<file path="config.mk">
export PLATFORM = sky130hd
export DESIGN_NAME = plc_clock_ctrl
export DESIGN_NICKNAME = d
export VERILOG_FILES = /design/src/plc_pkg.sv /design/src/plc_clock_ctrl.sv
export SDC_FILE = /design/constraint.sdc
export NUM_CORES = 1
export LEC_CHECK = 0
export BUFFER_PORTS_ARGS = -buffer_cell sky130_fd_sc_hd__buf_2
export CELL_PAD_IN_SITES_DETAIL_PLACEMENT = 0
export CELL_PAD_IN_SITES_GLOBAL_PLACEMENT = 1
export CORE_ASPECT_RATIO = 1.25
export CORE_MARGIN = 2
export CORE_UTILIZATION = 52
export DETAILED_ROUTE_END_ITERATION = 8
export HOLD_SLACK_MARGIN = 0.06
export PLACE_DENSITY_LB_ADDON = 0.1
export SLEW_MARGIN = 20
export SYNTH_ARGS = -nofsm -noshare
export SYNTH_HDL_FRONTEND = slang
export SYNTH_SLANG_ARGS = --single-unit
export TNS_END_PERCENT = 1
</file>
<file path="constraint.sdc">
create_clock -name i_clk -period 44 [get_ports i_clk]
set_clock_uncertainty 0.1 [all_clocks]
set_input_delay 2.2 -clock i_clk [delete_from_list [all_inputs] [get_ports i_clk]]
set_output_delay 2.2 -clock i_clk [all_outputs]
set_load 0.1 [all_outputs]
</file>
<file path="src/plc_pkg.sv">
// Package: register map, field layouts and constants of the clock control
package plc_pkg;

  // ==========================================================
  // Register offsets (byte addresses), gating pages (address bits 11:4) and gating register count
  localparam logic [11:0] OFS_RAW_INT_STATUS = 12'h050;
  localparam logic [11:0] OFS_INT_MASK = 12'h054;
  localparam logic [11:0] OFS_RUN_CFG = 12'h060;
  localparam logic [11:0] OFS_PLL_XLAT = 12'h064;
  localparam logic [11:0] OFS_RUN_CFG_EXT = 12'h070;
  localparam logic [11:0] OFS_DS_CLK_CFG = 12'h144;
  localparam logic [7:0] PAGE_RUN_GATE = 8'h10;
  localparam logic [7:0] PAGE_SLEEP_GATE = 8'h11;
  localparam logic [7:0] PAGE_DS_GATE = 8'h12;
  localparam int GATE_REGS = 3;

  // ==========================================================
  // Reset values and writable masks
  localparam logic [31:0] RUN_CFG_RST = 32'h0000_2810;
  localparam logic [31:0] RUN_CFG_MASK = 32'h0FC0_2FF0;
  localparam logic [31:0] RUN_CFG_EXT_RST = 32'h0000_2810;
  localparam logic [31:0] RUN_CFG_EXT_MASK = 32'h9F80_2830;
  localparam logic [31:0] DS_CLK_CFG_RST = 32'h0000_0000;
  localparam logic [31:0] DS_CLK_CFG_MASK = 32'h0000_0030;
  localparam logic [31:0] GATE_RST = 32'h0000_0000;
  localparam logic [31:0] XLAT_RST = 32'h0000_0000;

  // ==========================================================
  // Relock, crystal translation and deep-sleep divider figures
  localparam logic [12:0] RELOCK_LOAD = 13'h1200;
  localparam logic [13:0] XLAT_F_BASE = 14'h00C8;
  localparam logic [5:0] DS_DIV_BASE = 6'h0F;
  localparam logic [5:0] DS_DIV_EXT = 6'h3F;

  // ==========================================================
  // Oscillator source codes
  localparam logic [1:0] SRC_MAIN = 2'h0;
  localparam logic [1:0] SRC_INT = 2'h1;
  localparam logic [1:0] SRC_INT_DIV4 = 2'h2;
  localparam logic [1:0] SRC_INT_30K = 2'h3;

  // ==========================================================
  // Field layouts
  typedef struct packed {
    logic [3:0] rsv3;
    logic auto_gate;
    logic [3:0] system_divider;
    logic use_divider;
    logic [7:0] rsv2;
    logic pll_power_down_bit;
    logic rsv1;
    logic bypass;
    logic [4:0] crystal_number;
    logic [1:0] oscillator_source;
    logic [3:0] rsv0;
  } plc_run_cfg_t;

  typedef struct packed {
    logic ext_config_select;
    logic [1:0] rsv3;
    logic [5:0] system_divider;
    logic [8:0] rsv2;
    logic pll_power_down_bit;
    logic rsv1;
    logic bypass;
    logic [4:0] rsv0b;
    logic [1:0] oscillator_source;
    logic [3:0] rsv0;
  } plc_run_cfg_ext_t;

  typedef struct packed {
    logic [1:0] oscillator_source;
    logic use_pll;
    logic use_divider;
    logic [5:0] system_divider;
  } plc_clk_sel_t;

  typedef enum logic [3:0] {
    PM_RUN = 4'h1,
    PM_SLEEP = 4'h2,
    PM_DEEP = 4'h4,
    PM_RESTORE = 4'h8
  } plc_pm_state_t;

endpackage

</file>
<file path="src/plc_clock_ctrl.sv">
// Clock control: PLL relock, power modes and peripheral clock gating

module plc_clock_ctrl #(
  parameter logic [12:0] RELOCK_COUNT = plc_pkg::RELOCK_LOAD
) (
  // Clock and reset
  input wire logic i_clk,
  input wire logic i_rst,
  // Register port
  input wire logic [11:0] i_addr,
  input wire logic [31:0] i_wdata,
  input wire logic i_wr,
  input wire logic i_rd,
  output logic [31:0] o_rdata,
  // Processor core
  input wire logic i_wait_for_interrupt_instr,
  input wire logic i_deep_sleep_en,
  input wire logic i_wake_irq,
  // Main oscillator pin
  input wire logic i_main_oscillator,
  // Clock tree controls
  output plc_pkg::plc_clk_sel_t o_clk_sel,
  output logic o_core_clk_en,
  output logic o_mem_clk_en,
  output logic [95:0] o_periph_clk_en,
  output logic o_pll_pwr_en,
  output logic [31:0] o_pll_translation,
  output logic o_main_osc_en,
  output logic o_int_osc_en,
  output logic o_pll_lock_irq
);

  // ==========================================================
  // Helpers
  function automatic logic [31:0] xlat(input logic [4:0] crystal);
    logic [13:0] f;
    f = plc_pkg::XLAT_F_BASE - {9'h000, crystal};
    xlat = {13'h0000, crystal[4:0], f};
  endfunction

  function automatic logic gate_hit(input logic [11:0] a,
                                    input logic [7:0] page);
    gate_hit = (a[11:4] == page) && (a[3:2] < 2'h3) && (a[1:0] == 2'h0);
  endfunction

  // ==========================================================
  // Registers
  plc_pkg::plc_run_cfg_t run_clock_config;
  plc_pkg::plc_run_cfg_ext_t run_clock_config_ext;
  logic [31:0] deep_sleep_clock_config;
  logic [31:0] run_gating_set [plc_pkg::GATE_REGS];
  logic [31:0] sleep_gating_set [plc_pkg::GATE_REGS];
  logic [31:0] deep_sleep_gating_set [plc_pkg::GATE_REGS];
  logic [31:0] pll_translation_reg;
  logic lock_int_mask;
  logic pll_lock_raw_flag;
  logic [4:0] prev_crystal;
  logic prev_pll_on;
  logic [12:0] relock_cnt;
  logic osc_meta;
  logic osc_sync;
  logic osc_prev;
  logic was_pll;
  plc_pkg::plc_pm_state_t state;
  plc_pkg::plc_pm_state_t next_state;

  logic ext_sel;
  logic eff_bypass;
  logic eff_pd;
  logic [1:0] eff_src;
  logic [5:0] eff_div;
  logic pll_on;
  logic relock_trig;
  logic use_pll;
  logic osc_tick;
  logic [1:0] ds_src;
  logic [1:0] gidx;
  plc_pkg::plc_clk_sel_t run_sel;
  plc_pkg::plc_clk_sel_t next_sel;
  logic [95:0] next_gate;

  assign gidx = i_addr[3:2];

  // ==========================================================
  // Effective configuration
  assign ext_sel = run_clock_config_ext.ext_config_select;
  assign eff_bypass = ext_sel ? run_clock_config_ext.bypass
                              : run_clock_config.bypass;
  assign eff_pd = ext_sel ? run_clock_config_ext.pll_power_down_bit
                          : run_clock_config.pll_power_down_bit;
  assign eff_src = ext_sel ? run_clock_config_ext.oscillator_source
                           : run_clock_config.oscillator_source;
  assign eff_div = ext_sel ? run_clock_config_ext.system_divider
                           : {2'h0, run_clock_config.system_divider};
  assign ds_src = deep_sleep_clock_config[5:4];

  // Deep-sleep overrides power on a PLL that was in use
  assign pll_on = !eff_pd && !(state == plc_pkg::PM_DEEP && was_pll);
  assign relock_trig = (run_clock_config.crystal_number != prev_crystal)
                       || (pll_on && !prev_pll_on);
  assign use_pll = !eff_bypass && pll_on && pll_lock_raw_flag;
  assign osc_tick = osc_sync && !osc_prev;

  // ==========================================================
  // Register writes
  always_ff @(posedge i_clk or posedge i_rst) begin
    if (i_rst) begin
      run_clock_config <= plc_pkg::RUN_CFG_RST;
      run_clock_config_ext <= plc_pkg::RUN_CFG_EXT_RST;
      deep_sleep_clock_config <= plc_pkg::DS_CLK_CFG_RST;
      lock_int_mask <= 1'b0;
    end else if (i_wr) begin
      case (i_addr)
        plc_pkg::OFS_RUN_CFG: begin
          run_clock_config <= i_wdata & plc_pkg::RUN_CFG_MASK;
        end
        plc_pkg::OFS_RUN_CFG_EXT: begin
          run_clock_config_ext <= i_wdata & plc_pkg::RUN_CFG_EXT_MASK;
        end
        plc_pkg::OFS_DS_CLK_CFG: begin
          deep_sleep_clock_config <= i_wdata & plc_pkg::DS_CLK_CFG_MASK;
        end
        plc_pkg::OFS_INT_MASK: begin
          lock_int_mask <= i_wdata[0];
        end
        default: begin
        end
      endcase
    end
  end

  always_ff @(posedge i_clk or posedge i_rst) begin
    if (i_rst) begin
      for (int k = 0; k < plc_pkg::GATE_REGS; k++) begin
        run_gating_set[k] <= plc_pkg::GATE_RST;
        sleep_gating_set[k] <= plc_pkg::GATE_RST;
        deep_sleep_gating_set[k] <= plc_pkg::GATE_RST;
      end
    end else if (i_wr) begin
      if (gate_hit(i_addr, plc_pkg::PAGE_RUN_GATE)) begin
        run_gating_set[gidx] <= i_wdata;
      end
      if (gate_hit(i_addr, plc_pkg::PAGE_SLEEP_GATE)) begin
        sleep_gating_set[gidx] <= i_wdata;
      end
      if (gate_hit(i_addr, plc_pkg::PAGE_DS_GATE)) begin
        deep_sleep_gating_set[gidx] <= i_wdata;
      end
    end
  end

  // ==========================================================
  // Register reads, data one cycle after the strobe
  always_ff @(posedge i_clk or posedge i_rst) begin
    if (i_rst) begin
      o_rdata <= 32'h0000_0000;
    end else if (i_rd) begin
      if (gate_hit(i_addr, plc_pkg::PAGE_RUN_GATE)) begin
        o_rdata <= run_gating_set[gidx];
      end else if (gate_hit(i_addr, plc_pkg::PAGE_SLEEP_GATE)) begin
        o_rdata <= sleep_gating_set[gidx];
      end else if (gate_hit(i_addr, plc_pkg::PAGE_DS_GATE)) begin
        o_rdata <= deep_sleep_gating_set[gidx];
      end else begin
        case (i_addr)
          plc_pkg::OFS_RUN_CFG: o_rdata <= run_clock_config;
          plc_pkg::OFS_RUN_CFG_EXT: o_rdata <= run_clock_config_ext;
          plc_pkg::OFS_DS_CLK_CFG: o_rdata <= deep_sleep_clock_config;
          plc_pkg::OFS_PLL_XLAT: o_rdata <= pll_translation_reg;
          plc_pkg::OFS_INT_MASK: o_rdata <= {31'h0, lock_int_mask};
          plc_pkg::OFS_RAW_INT_STATUS: begin
            o_rdata <= {31'h0, pll_lock_raw_flag};
          end
          default: o_rdata <= 32'h0000_0000;
        endcase
      end
    end else begin
      o_rdata <= 32'h0000_0000;
    end
  end

  // ==========================================================
  // Crystal translation
  // Only a real value change retranslates, not a rewrite
  always_ff @(posedge i_clk or posedge i_rst) begin
    if (i_rst) begin
      pll_translation_reg <= plc_pkg::XLAT_RST;
      prev_crystal <= plc_pkg::RUN_CFG_RST[10:6];
      prev_pll_on <= 1'b0;
    end else begin
      pll_translation_reg <= xlat(run_clock_config.crystal_number);
      prev_crystal <= run_clock_config.crystal_number;
      prev_pll_on <= pll_on;
    end
  end

  // ==========================================================
  // Main oscillator sampling
  // Two flops first: the pin is unrelated to i_clk
  always_ff @(posedge i_clk or posedge i_rst) begin
    if (i_rst) begin
      osc_meta <= 1'b0;
      osc_sync <= 1'b0;
      osc_prev <= 1'b0;
    end else begin
      osc_meta <= i_main_oscillator;
      osc_sync <= osc_meta;
      osc_prev <= osc_sync;
    end
  end

  // ==========================================================
  // Relock counter and lock flag
  always_ff @(posedge i_clk or posedge i_rst) begin
    if (i_rst) begin
      relock_cnt <= 13'h0000;
    end else if (relock_trig) begin
      relock_cnt <= RELOCK_COUNT;
    end else if (pll_on && osc_tick && relock_cnt != 13'h0000) begin
      relock_cnt <= relock_cnt - 13'h0001;
    end
  end

  always_ff @(posedge i_clk or posedge i_rst) begin
    if (i_rst) begin
      pll_lock_raw_flag <= 1'b0;
    end else if (relock_trig || !pll_on) begin
      pll_lock_raw_flag <= 1'b0;
    end else if (relock_cnt == 13'h0000) begin
      pll_lock_raw_flag <= 1'b1;
    end
  end

  // ==========================================================
  // Power mode sequencing
  always_comb begin
    next_state = state;
    case (state)
      plc_pkg::PM_RUN: begin
        if (i_wait_for_interrupt_instr) begin
          next_state = i_deep_sleep_en ? plc_pkg::PM_DEEP
                                       : plc_pkg::PM_SLEEP;
        end
      end
      plc_pkg::PM_SLEEP: begin
        if (i_wake_irq) begin
          next_state = plc_pkg::PM_RUN;
        end
      end
      plc_pkg::PM_DEEP: begin
        if (i_wake_irq) begin
          next_state = plc_pkg::PM_RESTORE;
        end
      end
      plc_pkg::PM_RESTORE: begin
        // Hold clocks off until the entry clock is back
        if (!was_pll || use_pll) begin
          next_state = plc_pkg::PM_RUN;
        end
      end
      default: next_state = plc_pkg::PM_RUN;
    endcase
  end

  always_ff @(posedge i_clk or posedge i_rst) begin
    if (i_rst) begin
      state <= plc_pkg::PM_RUN;
    end else begin
      state <= next_state;
    end
  end

  always_ff @(posedge i_clk or posedge i_rst) begin
    if (i_rst) begin
      was_pll <= 1'b0;
    end else if (state == plc_pkg::PM_RUN && next_state == plc_pkg::PM_DEEP) begin
      was_pll <= use_pll;
    end else if (state == plc_pkg::PM_RESTORE && next_state == plc_pkg::PM_RUN) begin
      was_pll <= 1'b0;
    end
  end

  // ==========================================================
  // Clock selection and gating
  always_comb begin
    run_sel.oscillator_source = eff_src;
    run_sel.use_pll = use_pll;
    run_sel.use_divider = run_clock_config.use_divider && !eff_bypass;
    run_sel.system_divider = eff_div;
    next_sel = run_sel;
    next_gate = {run_gating_set[2], run_gating_set[1], run_gating_set[0]};
    case (state)
      plc_pkg::PM_SLEEP: begin
        if (run_clock_config.auto_gate) begin
          next_gate = {sleep_gating_set[2], sleep_gating_set[1],
                       sleep_gating_set[0]};
        end
      end
      plc_pkg::PM_DEEP: begin
        next_sel.oscillator_source = ds_src;
        next_sel.use_pll = 1'b0;
        if (was_pll) begin
          next_sel.use_divider = 1'b1;
          next_sel.system_divider = ext_sel ? plc_pkg::DS_DIV_EXT
                                            : plc_pkg::DS_DIV_BASE;
        end
        if (run_clock_config.auto_gate) begin
          next_gate = {deep_sleep_gating_set[2], deep_sleep_gating_set[1],
                       deep_sleep_gating_set[0]};
        end
      end
      plc_pkg::PM_RESTORE: begin
        next_gate = {deep_sleep_gating_set[2], deep_sleep_gating_set[1],
                     deep_sleep_gating_set[0]};
        if (!run_clock_config.auto_gate) begin
          next_gate = {run_gating_set[2], run_gating_set[1],
                       run_gating_set[0]};
        end
      end
      default: begin
      end
    endcase
  end

  // ==========================================================
  // Registered outputs
  always_ff @(posedge i_clk or posedge i_rst) begin
    if (i_rst) begin
      o_clk_sel <= '0;
      o_core_clk_en <= 1'b1;
      o_mem_clk_en <= 1'b1;
      o_periph_clk_en <= 96'h0;
      o_pll_pwr_en <= 1'b0;
      o_pll_translation <= plc_pkg::XLAT_RST;
      o_main_osc_en <= 1'b1;
      o_int_osc_en <= 1'b1;
      o_pll_lock_irq <= 1'b0;
    end else begin
      o_clk_sel <= next_sel;
      o_core_clk_en <= (state == plc_pkg::PM_RUN);
      o_mem_clk_en <= (state == plc_pkg::PM_RUN);
      o_periph_clk_en <= next_gate;
      o_pll_pwr_en <= pll_on;
      o_pll_translation <= pll_translation_reg;
      o_main_osc_en <= !(state == plc_pkg::PM_DEEP
                         && ds_src != plc_pkg::SRC_MAIN);
      o_int_osc_en <= (state == plc_pkg::PM_DEEP) ? (ds_src != plc_pkg::SRC_MAIN)
                                                   : (eff_src != plc_pkg::SRC_MAIN);
      o_pll_lock_irq <= pll_lock_raw_flag && lock_int_mask;
    end
  end

endmodule

</file>
=== Word-level counts from Yosys, hierarchy flattened ===
Cells that the tools add are included.

* Register bits: 525
* Input port bits: 52
* Output and inout port bits: 176
* Word-level logic and storage cells: 155

* Add/sub/neg operators: 2
* Order comparisons: 3
* Equality and inequality tests: 16
* Mux-type cells: 42
* Bitwise operators: 1
* Reduce and logical (&&, ||, !) cells: 47

{| class="wikitable"
|+ Operators by type and width
! cell !! number
|-
| 32-bit 2-to-1 mux || 11
|-
| 96-bit bitwise mux || 3
|-
| 32-bit binary-select mux with 2-bit select || 3
|-
| 96-bit 2-to-1 mux || 2
|-
| 32-bit case mux with 6 select lines || 1
|-
| 96-bit case mux with 2 select lines || 1
|-
| 32-bit demux with 2-bit select || 1
|-
| 12-bit by 7-bit == test with 1-bit output, second input constant || 5
|-
| 13-bit 2-to-1 mux || 2
|-
| 8-bit by 5-bit == test with 1-bit output, second input constant || 3
|-
| 1-bit logical AND || 20
|-
| 4-bit 2-to-1 mux || 4
|-
| 4-bit case mux with 4 select lines || 1
|-
| 2-bit AND reduction || 7
|-
| 13-bit logical NOT || 1
|-
| 13-bit nonzero test || 1
|-
| 13-bit by 1-bit subtractor with 13-bit output, second input constant || 1
|-
| 12-bit by 9-bit == test with 1-bit output, second input constant || 1
|-
| 6-bit 2-to-1 mux || 2
|-
| 10-bit 2-to-1 mux || 1
|-
| 2-bit nonzero test || 5
|-
| 8-bit by 5-bit subtractor with 9-bit output, first input constant || 1
|-
| 4-bit by 1-bit == test with 1-bit output, second input constant || 2
|-
| 4-bit by 3-bit == test with 1-bit output, second input constant || 2
|-
| 15 further kinds || 30
|}

=== Logic depth before layout (Yosys ltp) ===
Gate-level depths: netlist (run 1).

* Depth after elaboration: 13
* Mapped depth: 9
* Mapped depth without buffers: 7

=== Worst setup path after synthesis (run 1) ===
No wires, ideal clock.

* Path kind: input to register
* Start: input i_addr[7]
* End: register run_gating_set[0] in the netlist's numbering
* Library setup time: 125 ps
* Arrival: 3837 ps
* Required time: 43775 ps
* Slack: 39938 ps
* Cell stages on the path: 6
* Buffers on the path: 1
* Path through: nand2b_1 > a2111oi_4 > nand2_1 > nor2_2 > buf_2 > mux2_2

* Word-level cells in the longest chain between the ends: 4

{| class="wikitable"
|+ RTL lines
! what !! line !! source
|-
| start, declared || plc_clock_ctrl.sv:10 || <nowiki>input wire logic [11:0] i_addr,</nowiki>
|-
| 8-bit by 5-bit == test with 1-bit output || plc_clock_ctrl.sv:43 || <nowiki>gate_hit = (a[11:4] == page) && (a[3:2] < 2'h3) && (a[1:0] == 2'h0);</nowiki>
|-
| 1-bit logical AND (2 in series) || plc_clock_ctrl.sv:43 ||
|-
| 2-bit AND reduction (no source line) || n/a ||
|-
| end signal, assigned by index || plc_clock_ctrl.sv:135 || <nowiki>run_gating_set[k] <= plc_pkg::GATE_RST;</nowiki>
|-
| end signal, assigned by index || plc_clock_ctrl.sv:141 || <nowiki>run_gating_set[gidx] <= i_wdata;</nowiki>
|-
| end, declared || plc_clock_ctrl.sv:51 || <nowiki>logic [31:0] run_gating_set [plc_pkg::GATE_REGS];</nowiki>
|}

No other way between the ends.
A chain may end at the register's enable or synchronous reset.

=== Final worst setup path (run 1) ===
* Start: input i_addr[3]
* End: register sleep_gating_set[83] in the netlist's numbering

* Word-level cells in the longest chain between the ends: 6
* Elaborated cells between the ends (all ways): 11
* Those cells by class: order compare (3); mux (3); bitwise (1); reduce/logical (4)

{| class="wikitable"
|+ RTL lines
! what !! line !! source
|-
| 2-bit inverter with 3-bit output (not written as such) || plc_clock_ctrl.sv:144 || <nowiki>sleep_gating_set[gidx] <= i_wdata;</nowiki>
|-
| 3-bit greater-or-equal comparator (not written as such) or 3-bit by 1-bit < comparator with 1-bit output (tied branches) || plc_clock_ctrl.sv:144 ||
|-
| 1-bit logical AND (not written as such) || plc_clock_ctrl.sv:144 ||
|-
| 32-bit 2-to-1 mux (not written as such) || plc_clock_ctrl.sv:144 ||
|-
| 32-bit demux with 2-bit select || plc_clock_ctrl.sv:144 ||
|-
| 96-bit bitwise mux || plc_clock_ctrl.sv:144 ||
|-
| end signal, assigned by index || plc_clock_ctrl.sv:136 || <nowiki>sleep_gating_set[k] <= plc_pkg::GATE_RST;</nowiki>
|-
| end signal, assigned by index || plc_clock_ctrl.sv:144 ||
|-
| end, declared || plc_clock_ctrl.sv:52 || <nowiki>logic [31:0] sleep_gating_set [plc_pkg::GATE_REGS];</nowiki>
|}

Parallel ways exist; a longest one is shown, timed or not.

==> impl_metrics.tcl, run 1 <==
set metrics [dict create \
    tritoncts "built" \
    post_cts.repair.setup_buffers 0 \
    report.final.slew_viol_count 0 \
    layout.cells.non_filler 2532 \
    power.leakage_nw 12.8 \
    avgSynthCellArea_um2 12.8 \
    drc 0 \
    cp_common_cell "buf_4" \
    pin_count 228 \
    hold_buffers 0 \
    clockRootBuffer "clkbuf_16" \
    status "finished, final reports clean" \
    nNetsFinal 1979 \
    grt_overflow_total 0 \
    drive_above_1_share 0.343 \
    ant_nets 0 \
    die_h_um 237 \
    drt_iter0_drc 1098 \
    synth_cells 1777 \
    crit_buf_inv 3 \
    relSlewSlack 0.250 \
    swShare 0.247 \
    cp_top_family "simple AND/OR/NAND/NOR gates" \
    cts_htree_levels 2 \
    synth-edff-count 0 \
    drt-total-wl_um 64500 \
    fmax_mhz 176 \
    wire_per_inst_um 25.5 \
    synth.distinct_cells 72 \
    fill_cells 3560 \
    pre_cts_ws_ns 37.74 \
    core_area_mm2 0.0431 \
    dr.pass1.iters 8 \
    seq_power_share 0.470 \
    tns_ns 0 \
    comb_power_share 0.074 \
    ys_ff_latch 506 \
    gp_congestion 0.822 \
    tightest_slew_ns 1.12 \
    antenna_found_initial 4 \
    netlist_area_mm2 0.0227 \
    power.internal_w 0.000775 \
    ff_latch_area_mm2 0.0127 \
    critPathCaptureType "flip-flop" \
    synth-main-ff-cell "dfrtp_1" \
    cts.path.max_buffers 3 \
    path_cells "buf_6 -> buf_4 -> a211oi_2 -> nand3_1 -> nor2_4 -> buf_4 -> mux2_2" \
    numCtsBuffers 50 \
    pwr-share-clk 0.456 \
    dp.cells 2438 \
    area_growth_pct 14.2 \
    ys_warn_count 0 \
    power_w 0.00103 \
    rsz0062_at_grt "no" \
    grt_max_degree 173 \
    ctsResizeCount 0 \
    drt-vias-per-instance 6.16 \
    clk_pin_slew_ns 0.06 \
    multi_input_area_mm2 0.00936 \
    crit_fanout 71 \
    rows 85 \
    fin_ws_ns 38.33 \
    hpwl_um 38800 \
    report.final.hold_viol_count 0 \
    worstHoldPathType "reg2reg" \
    arrival_ns 6.02 \
    grt_pass1_vias 15800 \
    via_count 15600 \
    cts_num_sinks 506 \
    synthArstFlopShare 1.00 \
    worst-setup-path-type "in2reg" \
    start_util 0.526 \
    period_needed_ns 5.67 \
    die_w_um 191 \
    switchingPower_w 0.000253 \
    synth-seq-area-share 0.559 \
    required_ns 44.36 \
    grtUsageTotal 0.287 \
    startpoint_type "input pin" \
    max-vdd-ir-drop_mv 0.0300 \
    port_buffers 208 \
    setup_viol 0 \
    power_density_mw_per_mm2 39.7 \
    dieArea_mm2 0.0453 \
    post-route-period-util 0.129 \
    cap_violations 0 \
    clock_latency_ns 0.58 \
    slowest_delay_ns 0.84 \
    holdWs_ns 0.253 \
    crit_slowest_cell "nand3_1" \
    grt_pass1_wl_um 98100 \
]
[path summary, 6_finish.rpt]
check                                        start                                to  slack (ns)  cells after the start
worst max-delay path                     i_addr[3]  sleep_gating_set[83]$_DFFE_PP0P_       38.33                      7
min in group asynchronous                    i_rst      o_periph_clk_en[1]$_DFF_PP0_        1.64                      2
worst min-delay path            osc_meta$_DFF_PP0_                osc_sync$_DFF_PP0_        0.25                      0
worst max register to register  state[2]$_DFF_PP0_     o_periph_clk_en[77]$_DFF_PP0_       40.63                      6
max in group asynchronous                    i_rst  run_clock_config[27]$_DFFE_PP0P_       38.99                      5
worst min register to register  osc_meta$_DFF_PP0_                osc_sync$_DFF_PP0_        0.25                      0
[cells in the mapped netlist (3+ instances only)]
master / instances / share of area
nand3_1: 13 / 0.0029
nand2b_1: 7 / 0.0019
nor4_4: 3 / 0.0028
a2111oi_0: 3 / 0.0012
and2_1: 7 / 0.0019
xnor2_1: 5 / 0.0019
o22ai_1: 4 / 0.0011
or4_1: 3 / 0.00099
a31oi_1: 7 / 0.0019
buf_1: 8 / 0.0013
a22oi_1: 18 / 0.0060
o21a_1: 5 / 0.0017
mux2_1: 17 / 0.0084
buf_2: 49 / 0.011
nand2_1: 123 / 0.020
o2bb2ai_1: 9 / 0.0035
mux2_2: 297 / 0.15
mux2i_1: 103 / 0.045
a22o_1: 192 / 0.074
a211oi_1: 8 / 0.0026
a221oi_1: 6 / 0.0023
a21oi_1: 29 / 0.0064
a32oi_1: 4 / 0.0015
a32o_1: 4 / 0.0018
or2_2: 3 / 0.00083
a222oi_1: 5 / 0.0022
nand4_1: 7 / 0.0019
o21ai_0: 91 / 0.020
nor2b_1: 3 / 0.00083
mux2_4: 10 / 0.0066
or3_1: 3 / 0.00083
a21o_1: 6 / 0.0020
buf_4: 30 / 0.0099
dfrtp_1: 496 / 0.55
clkbuf_1: 69 / 0.011
inv_1: 9 / 0.0015
xor2_1: 11 / 0.0042
nor3_1: 12 / 0.0026
nor2_2: 7 / 0.0019
nor2_1: 41 / 0.0068
dfstp_2: 10 / 0.012
[metal layers]
| metal | vias to the layer above | part of all wire | global-route usage |
|---|---|---|---|
| met5 | - | 0.00057 | 0 |
| met4 | 6 | 0.033 | 0.100 |
| met3 | 130 | 0.059 | 0.0425 |
| met2 | 579 | 0.49 | 0.473 |
| met1 | 8077 | 0.41 | 0.388 |
| li1 | 6802 | - | - |
[area by class of cell]
cell class,instances,share of cell area
sequential,506,0.490
tap,565,0.0273
antenna,2,0.000193
inverter,9,0.00160
timing repair buffer,236,0.0492
clock buffer,63,0.0541
multi-input combinational,1122,0.361
clock inverter,29,0.0164
[cell families after synthesis]
group                    count (synthesis)  share of synthesized area
AO/OA/AOI/OAI                          407                      0.135
XOR/XNOR                                16                    0.00618
adder cells (fa/ha/maj)                  2                    0.00110
buffers and inverters                  167                     0.0361
flip-flops                             506                      0.559
multiplexers                           427                      0.208
other                                    2                   0.000331
AND/OR/NAND/NOR                        250                     0.0538
[metrics by stage]
stage,util,area [µm²]
finish,0.601,25900
global route,0.601,25900
global placement,0.558,24100
floorplan,-,22700
detailed placement,0.558,24100
CTS,0.601,25900
[layout by cell type (no fill, tap or decap), types with 5 or more instances in the layout]
| master | Yosys | final |
|---|---|---|
| nor2_1 | 41 | 37 |
| mux2_1 | 17 | 17 |
| nand4_1 | 7 | 7 |
| mux2i_1 | 103 | 103 |
| nor2_4 | 0 | 10 |
| mux2_4 | 10 | 10 |
| and2_1 | 7 | 6 |
| buf_2 | 49 | 206 |
| a222oi_1 | 5 | 5 |
| a31oi_1 | 7 | 7 |
| mux2_2 | 297 | 297 |
| o21ai_0 | 91 | 91 |
| clkinvlp_4 | 0 | 7 |
| o2bb2ai_1 | 9 | 9 |
| bufinv_16 | 0 | 10 |
| a22oi_1 | 18 | 18 |
| nand3_1 | 13 | 13 |
| conb_1 | 2 | 20 |
| nand2b_1 | 7 | 7 |
| xnor2_1 | 5 | 5 |
| inv_1 | 9 | 8 |
| xor2_1 | 11 | 11 |
| clkbuf_16 | 0 | 51 |
| clkbuf_8 | 0 | 8 |
| a21o_1 | 6 | 6 |
| nor3_1 | 12 | 11 |
| clkinv_2 | 0 | 9 |
| a221oi_1 | 6 | 6 |
| a211oi_1 | 8 | 8 |
| buf_4 | 30 | 28 |
| nand2_1 | 123 | 122 |
| a22o_1 | 192 | 192 |
| o21a_1 | 5 | 5 |
| dfrtp_1 | 496 | 495 |
| a21oi_1 | 29 | 29 |
| dfstp_2 | 10 | 10 |
[worst register-to-register path: stages, from the launching register on]
cell,delay [ns]
dfrtp_1,0.50
nor4b_2,0.72
inv_1,0.20
nand2_4,0.37
buf_4,0.87
a22o_1,0.31
a22o_1,0.22
[power by group through the flow]
stage               Sequential, W  Combinational, W  Clock (W)
floorplan                0.000496         0.0000514          0
global placement         0.000491         0.0000759          0
detailed placement       0.000492         0.0000765          0
CTS                      0.000483         0.0000767   0.000477
global route             0.000484         0.0000819   0.000497
finish                   0.000483         0.0000761   0.000469
Note: power is estimated with default switching activity, not from simulation.
==> inputs of run 2 (changes only) <==
--- a/config.mk
+++ b/config.mk
@@ -10,7 +10,7 @@
 export CELL_PAD_IN_SITES_GLOBAL_PLACEMENT = 1
 export CORE_ASPECT_RATIO = 1.25
 export CORE_MARGIN = 2
-export CORE_UTILIZATION = 52
+export CORE_UTILIZATION = 44
 export DETAILED_ROUTE_END_ITERATION = 8
 export HOLD_SLACK_MARGIN = 0.06
 export PLACE_DENSITY_LB_ADDON = 0.1
==> constraint.sdc (replaced) <==
create_clock -name i_clk -period 4.8 [get_ports i_clk]
set_clock_uncertainty 0.1 [all_clocks]
set_input_delay 0.24 -clock i_clk [delete_from_list [all_inputs] [get_ports i_clk]]
set_output_delay 0.24 -clock i_clk [all_outputs]
set_load 0.1 [all_outputs]
==> run 2 against run 1 <==
Against the previous run: first-iteration DRC count is 1.7% lower; final area rose by 2.2%; non-clock buffer count up 53; via count rose by 0.11%; combinational power rose to 9.8 times the previous value.
==> impl_metrics.tcl, run 2 (synthesis gave the netlist of run 1 again) <==
set metrics [dict create \
    cp_common_cell "a22o_1" \
    power.internal_w 0.00680 \
    die_w_um 207 \
    r2r_end "o_periph_clk_en[30]$_DFF_PP0_" \
    drt-vias-per-instance 5.82 \
    power_w 0.00914 \
    drive_above_1_share 0.337 \
    critPathLaunch "state[2]$_DFF_PP0_" \
    cts_htree_levels 2 \
    rows 93 \
    final_core_util 0.517 \
    cts_num_sinks 506 \
    seq_power_share 0.484 \
    worst-setup-path-type "reg2reg" \
    start_util 0.443 \
    dr.pass1.iters 5 \
    crit_cells 6 \
    worstHoldPathType "in2reg" \
    die_h_um 258 \
    ff_latch_area_mm2 0.0127 \
    nNetsFinal 2033 \
    swShare 0.257 \
    via_count 15600 \
    hpwl_um 44200 \
    cts.path.max_buffers 3 \
    regToRegStartpoint "state[2]$_DFF_PP0_" \
    max-vdd-ir-drop_mv 0.232 \
    antenna_found_initial 0 \
    path_cells "nor4b_2 -> inv_1 -> nand2_4 -> buf_4 -> a22o_1 -> a22o_1" \
    cap_violations 0 \
    report.final.slew_viol_count 0 \
    dieArea_mm2 0.0534 \
    cp_top_family "simple AND/OR/NAND/NOR gates" \
    relSlewSlack 0.220 \
    required_ns 5.18 \
    power_density_mw_per_mm2 345 \
    tritoncts "built" \
    comb_power_share 0.082 \
    fin_ws_ns 1.64 \
    drt-total-wl_um 69000 \
    core_area_mm2 0.0512 \
    clock_latency_ns 0.59 \
    wire_per_inst_um 25.7 \
    setup_viol 0 \
    ctsResizeCount 0 \
    post-route-period-util 0.659 \
    arrival_ns 3.54 \
    crit_buf_inv 2 \
    grt_max_degree 136 \
    grt_pass1_vias 16500 \
    drc 0 \
    switchingPower_w 0.00235 \
    multi_input_area_mm2 0.00936 \
    gp_congestion 0.823 \
    numCtsBuffers 51 \
    clockRootBuffer "clkbuf_16" \
    drt_iter0_drc 1079 \
    pre_cts_ws_ns 1.36 \
    grt_overflow_total 0 \
    pin_count 228 \
    grt_pass1_wl_um 105000 \
    tightest_slew_ns 1.17 \
    report.final.hold_viol_count 0 \
    period_needed_ns 3.16 \
    fmax_mhz 316 \
    pwr-share-clk 0.434 \
    crit_slowest_cell "nor4b_2" \
    ant_nets 0 \
    port_buffers 208 \
    grtUsageTotal 0.258 \
    reg2reg_depth 6 \
    slowest_delay_ns 0.69 \
    startpoint_type "flip-flop" \
    fill_cells 4547 \
    crit_fanout 40 \
    rsz0062_at_grt "no" \
    clk_pin_slew_ns 0.06 \
    final_common_cell "dfrtp_1" \
    regToRegSetupSlack_ns 1.64 \
    area_growth_pct 16.7 \
    final_cell_mix "495 x dfrtp_1, 297 x mux2_2, 206 x buf_2" \
    endpoint "o_periph_clk_en[30]$_DFF_PP0_" \
    status "finished, final reports clean" \
    critPathCaptureType "flip-flop" \
    power.leakage_nw 13.0 \
]
## run 2: changes by cell type in the layout (fill, tap and decap cells not counted), sizes merged
cell / delta
buf: +12
bufinv: -7
clkbuf: +8
clkinv: +2
clkinvlp: -2
diode: -1
dlygate4sd3: +41
inv: -2
## run 2: stage by stage
stage	cells	cell area, µm²	setup TNS [ns]	hold slack (ns)
2_1_floorplan	1795	22700	-1195.36	0.171
3_3_place_gp	2548	24300	0	0.240
3_5_place_dp	2550	24400	0	0.237
4_1_cts	2682	26500	0	0.0833
5_1_grt	2682	26500	0	0.134
6_report	2683	26500	0	0.109
## run 2: cell type report
class | count | share of cell area
multi-input combinational | 1122 | 0.354
inverter | 9 | 0.00142
sequential | 506 | 0.479
clock inverter | 20 | 0.00742
tap | 665 | 0.0314
timing repair buffer | 289 | 0.0718
clock buffer | 71 | 0.0548
antenna | 1 | 0.0000946
## run 2: worst min path at each step
stage	slack, ns	end	from	cells after the start
after floorplan	0.17	osc_meta$_DFF_PP0_	i_main_oscillator	0
after global placement	0.24	osc_sync$_DFF_PP0_	osc_meta$_DFF_PP0_	0
after detailed placement	0.24	osc_sync$_DFF_PP0_	osc_meta$_DFF_PP0_	0
after CTS	0.08	o_rdata[6]$_DFF_PP0_	i_addr[10]	5
after global routing	0.13	o_rdata[6]$_DFF_PP0_	i_addr[11]	5
final	0.11	o_rdata[6]$_DFF_PP0_	i_addr[10]	5
## run 2: what timing repair did
action / in CTS / in global routing
setup buffers: 0 / 0
hold buffers: 41 / 0
endpoints found under the hold margin: 364 / 0
endpoints found under the setup margin: 0 / 0
## run 2: power by group through the flow
| stage | clock network (W) | registers [W] | logic (W) |
|---|---|---|---|
| floorplan | 0 | 0.00454 | 0.000471 |
| global placement | 0 | 0.00450 | 0.000718 |
| detailed placement | 0 | 0.00450 | 0.000723 |
| CTS | 0.00406 | 0.00443 | 0.000755 |
| global route | 0.00425 | 0.00444 | 0.000812 |
| finish | 0.00396 | 0.00443 | 0.000749 |
## run 2: metal layers
metal | vias to the layer above | global-route usage | wire, µm
li1 | 6900 | - | -
met1 | 8170 | 0.343 | 29800
met2 | 425 | 0.436 | 34200
met3 | 116 | 0.0368 | 2880
met4 | 0 | 0.0861 | 2070
met5 | - | 0 | 0
## run 2: worst register-to-register path, delay by kind of cell, from the launching register on
| kind | cells | cell delay (ns) |
|---|---|---|
| compound gates | 2 | 0.53 |
| buf+inv | 2 | 0.73 |
| flops | 1 | 0.49 |
| simple gates | 2 | 1.20 |
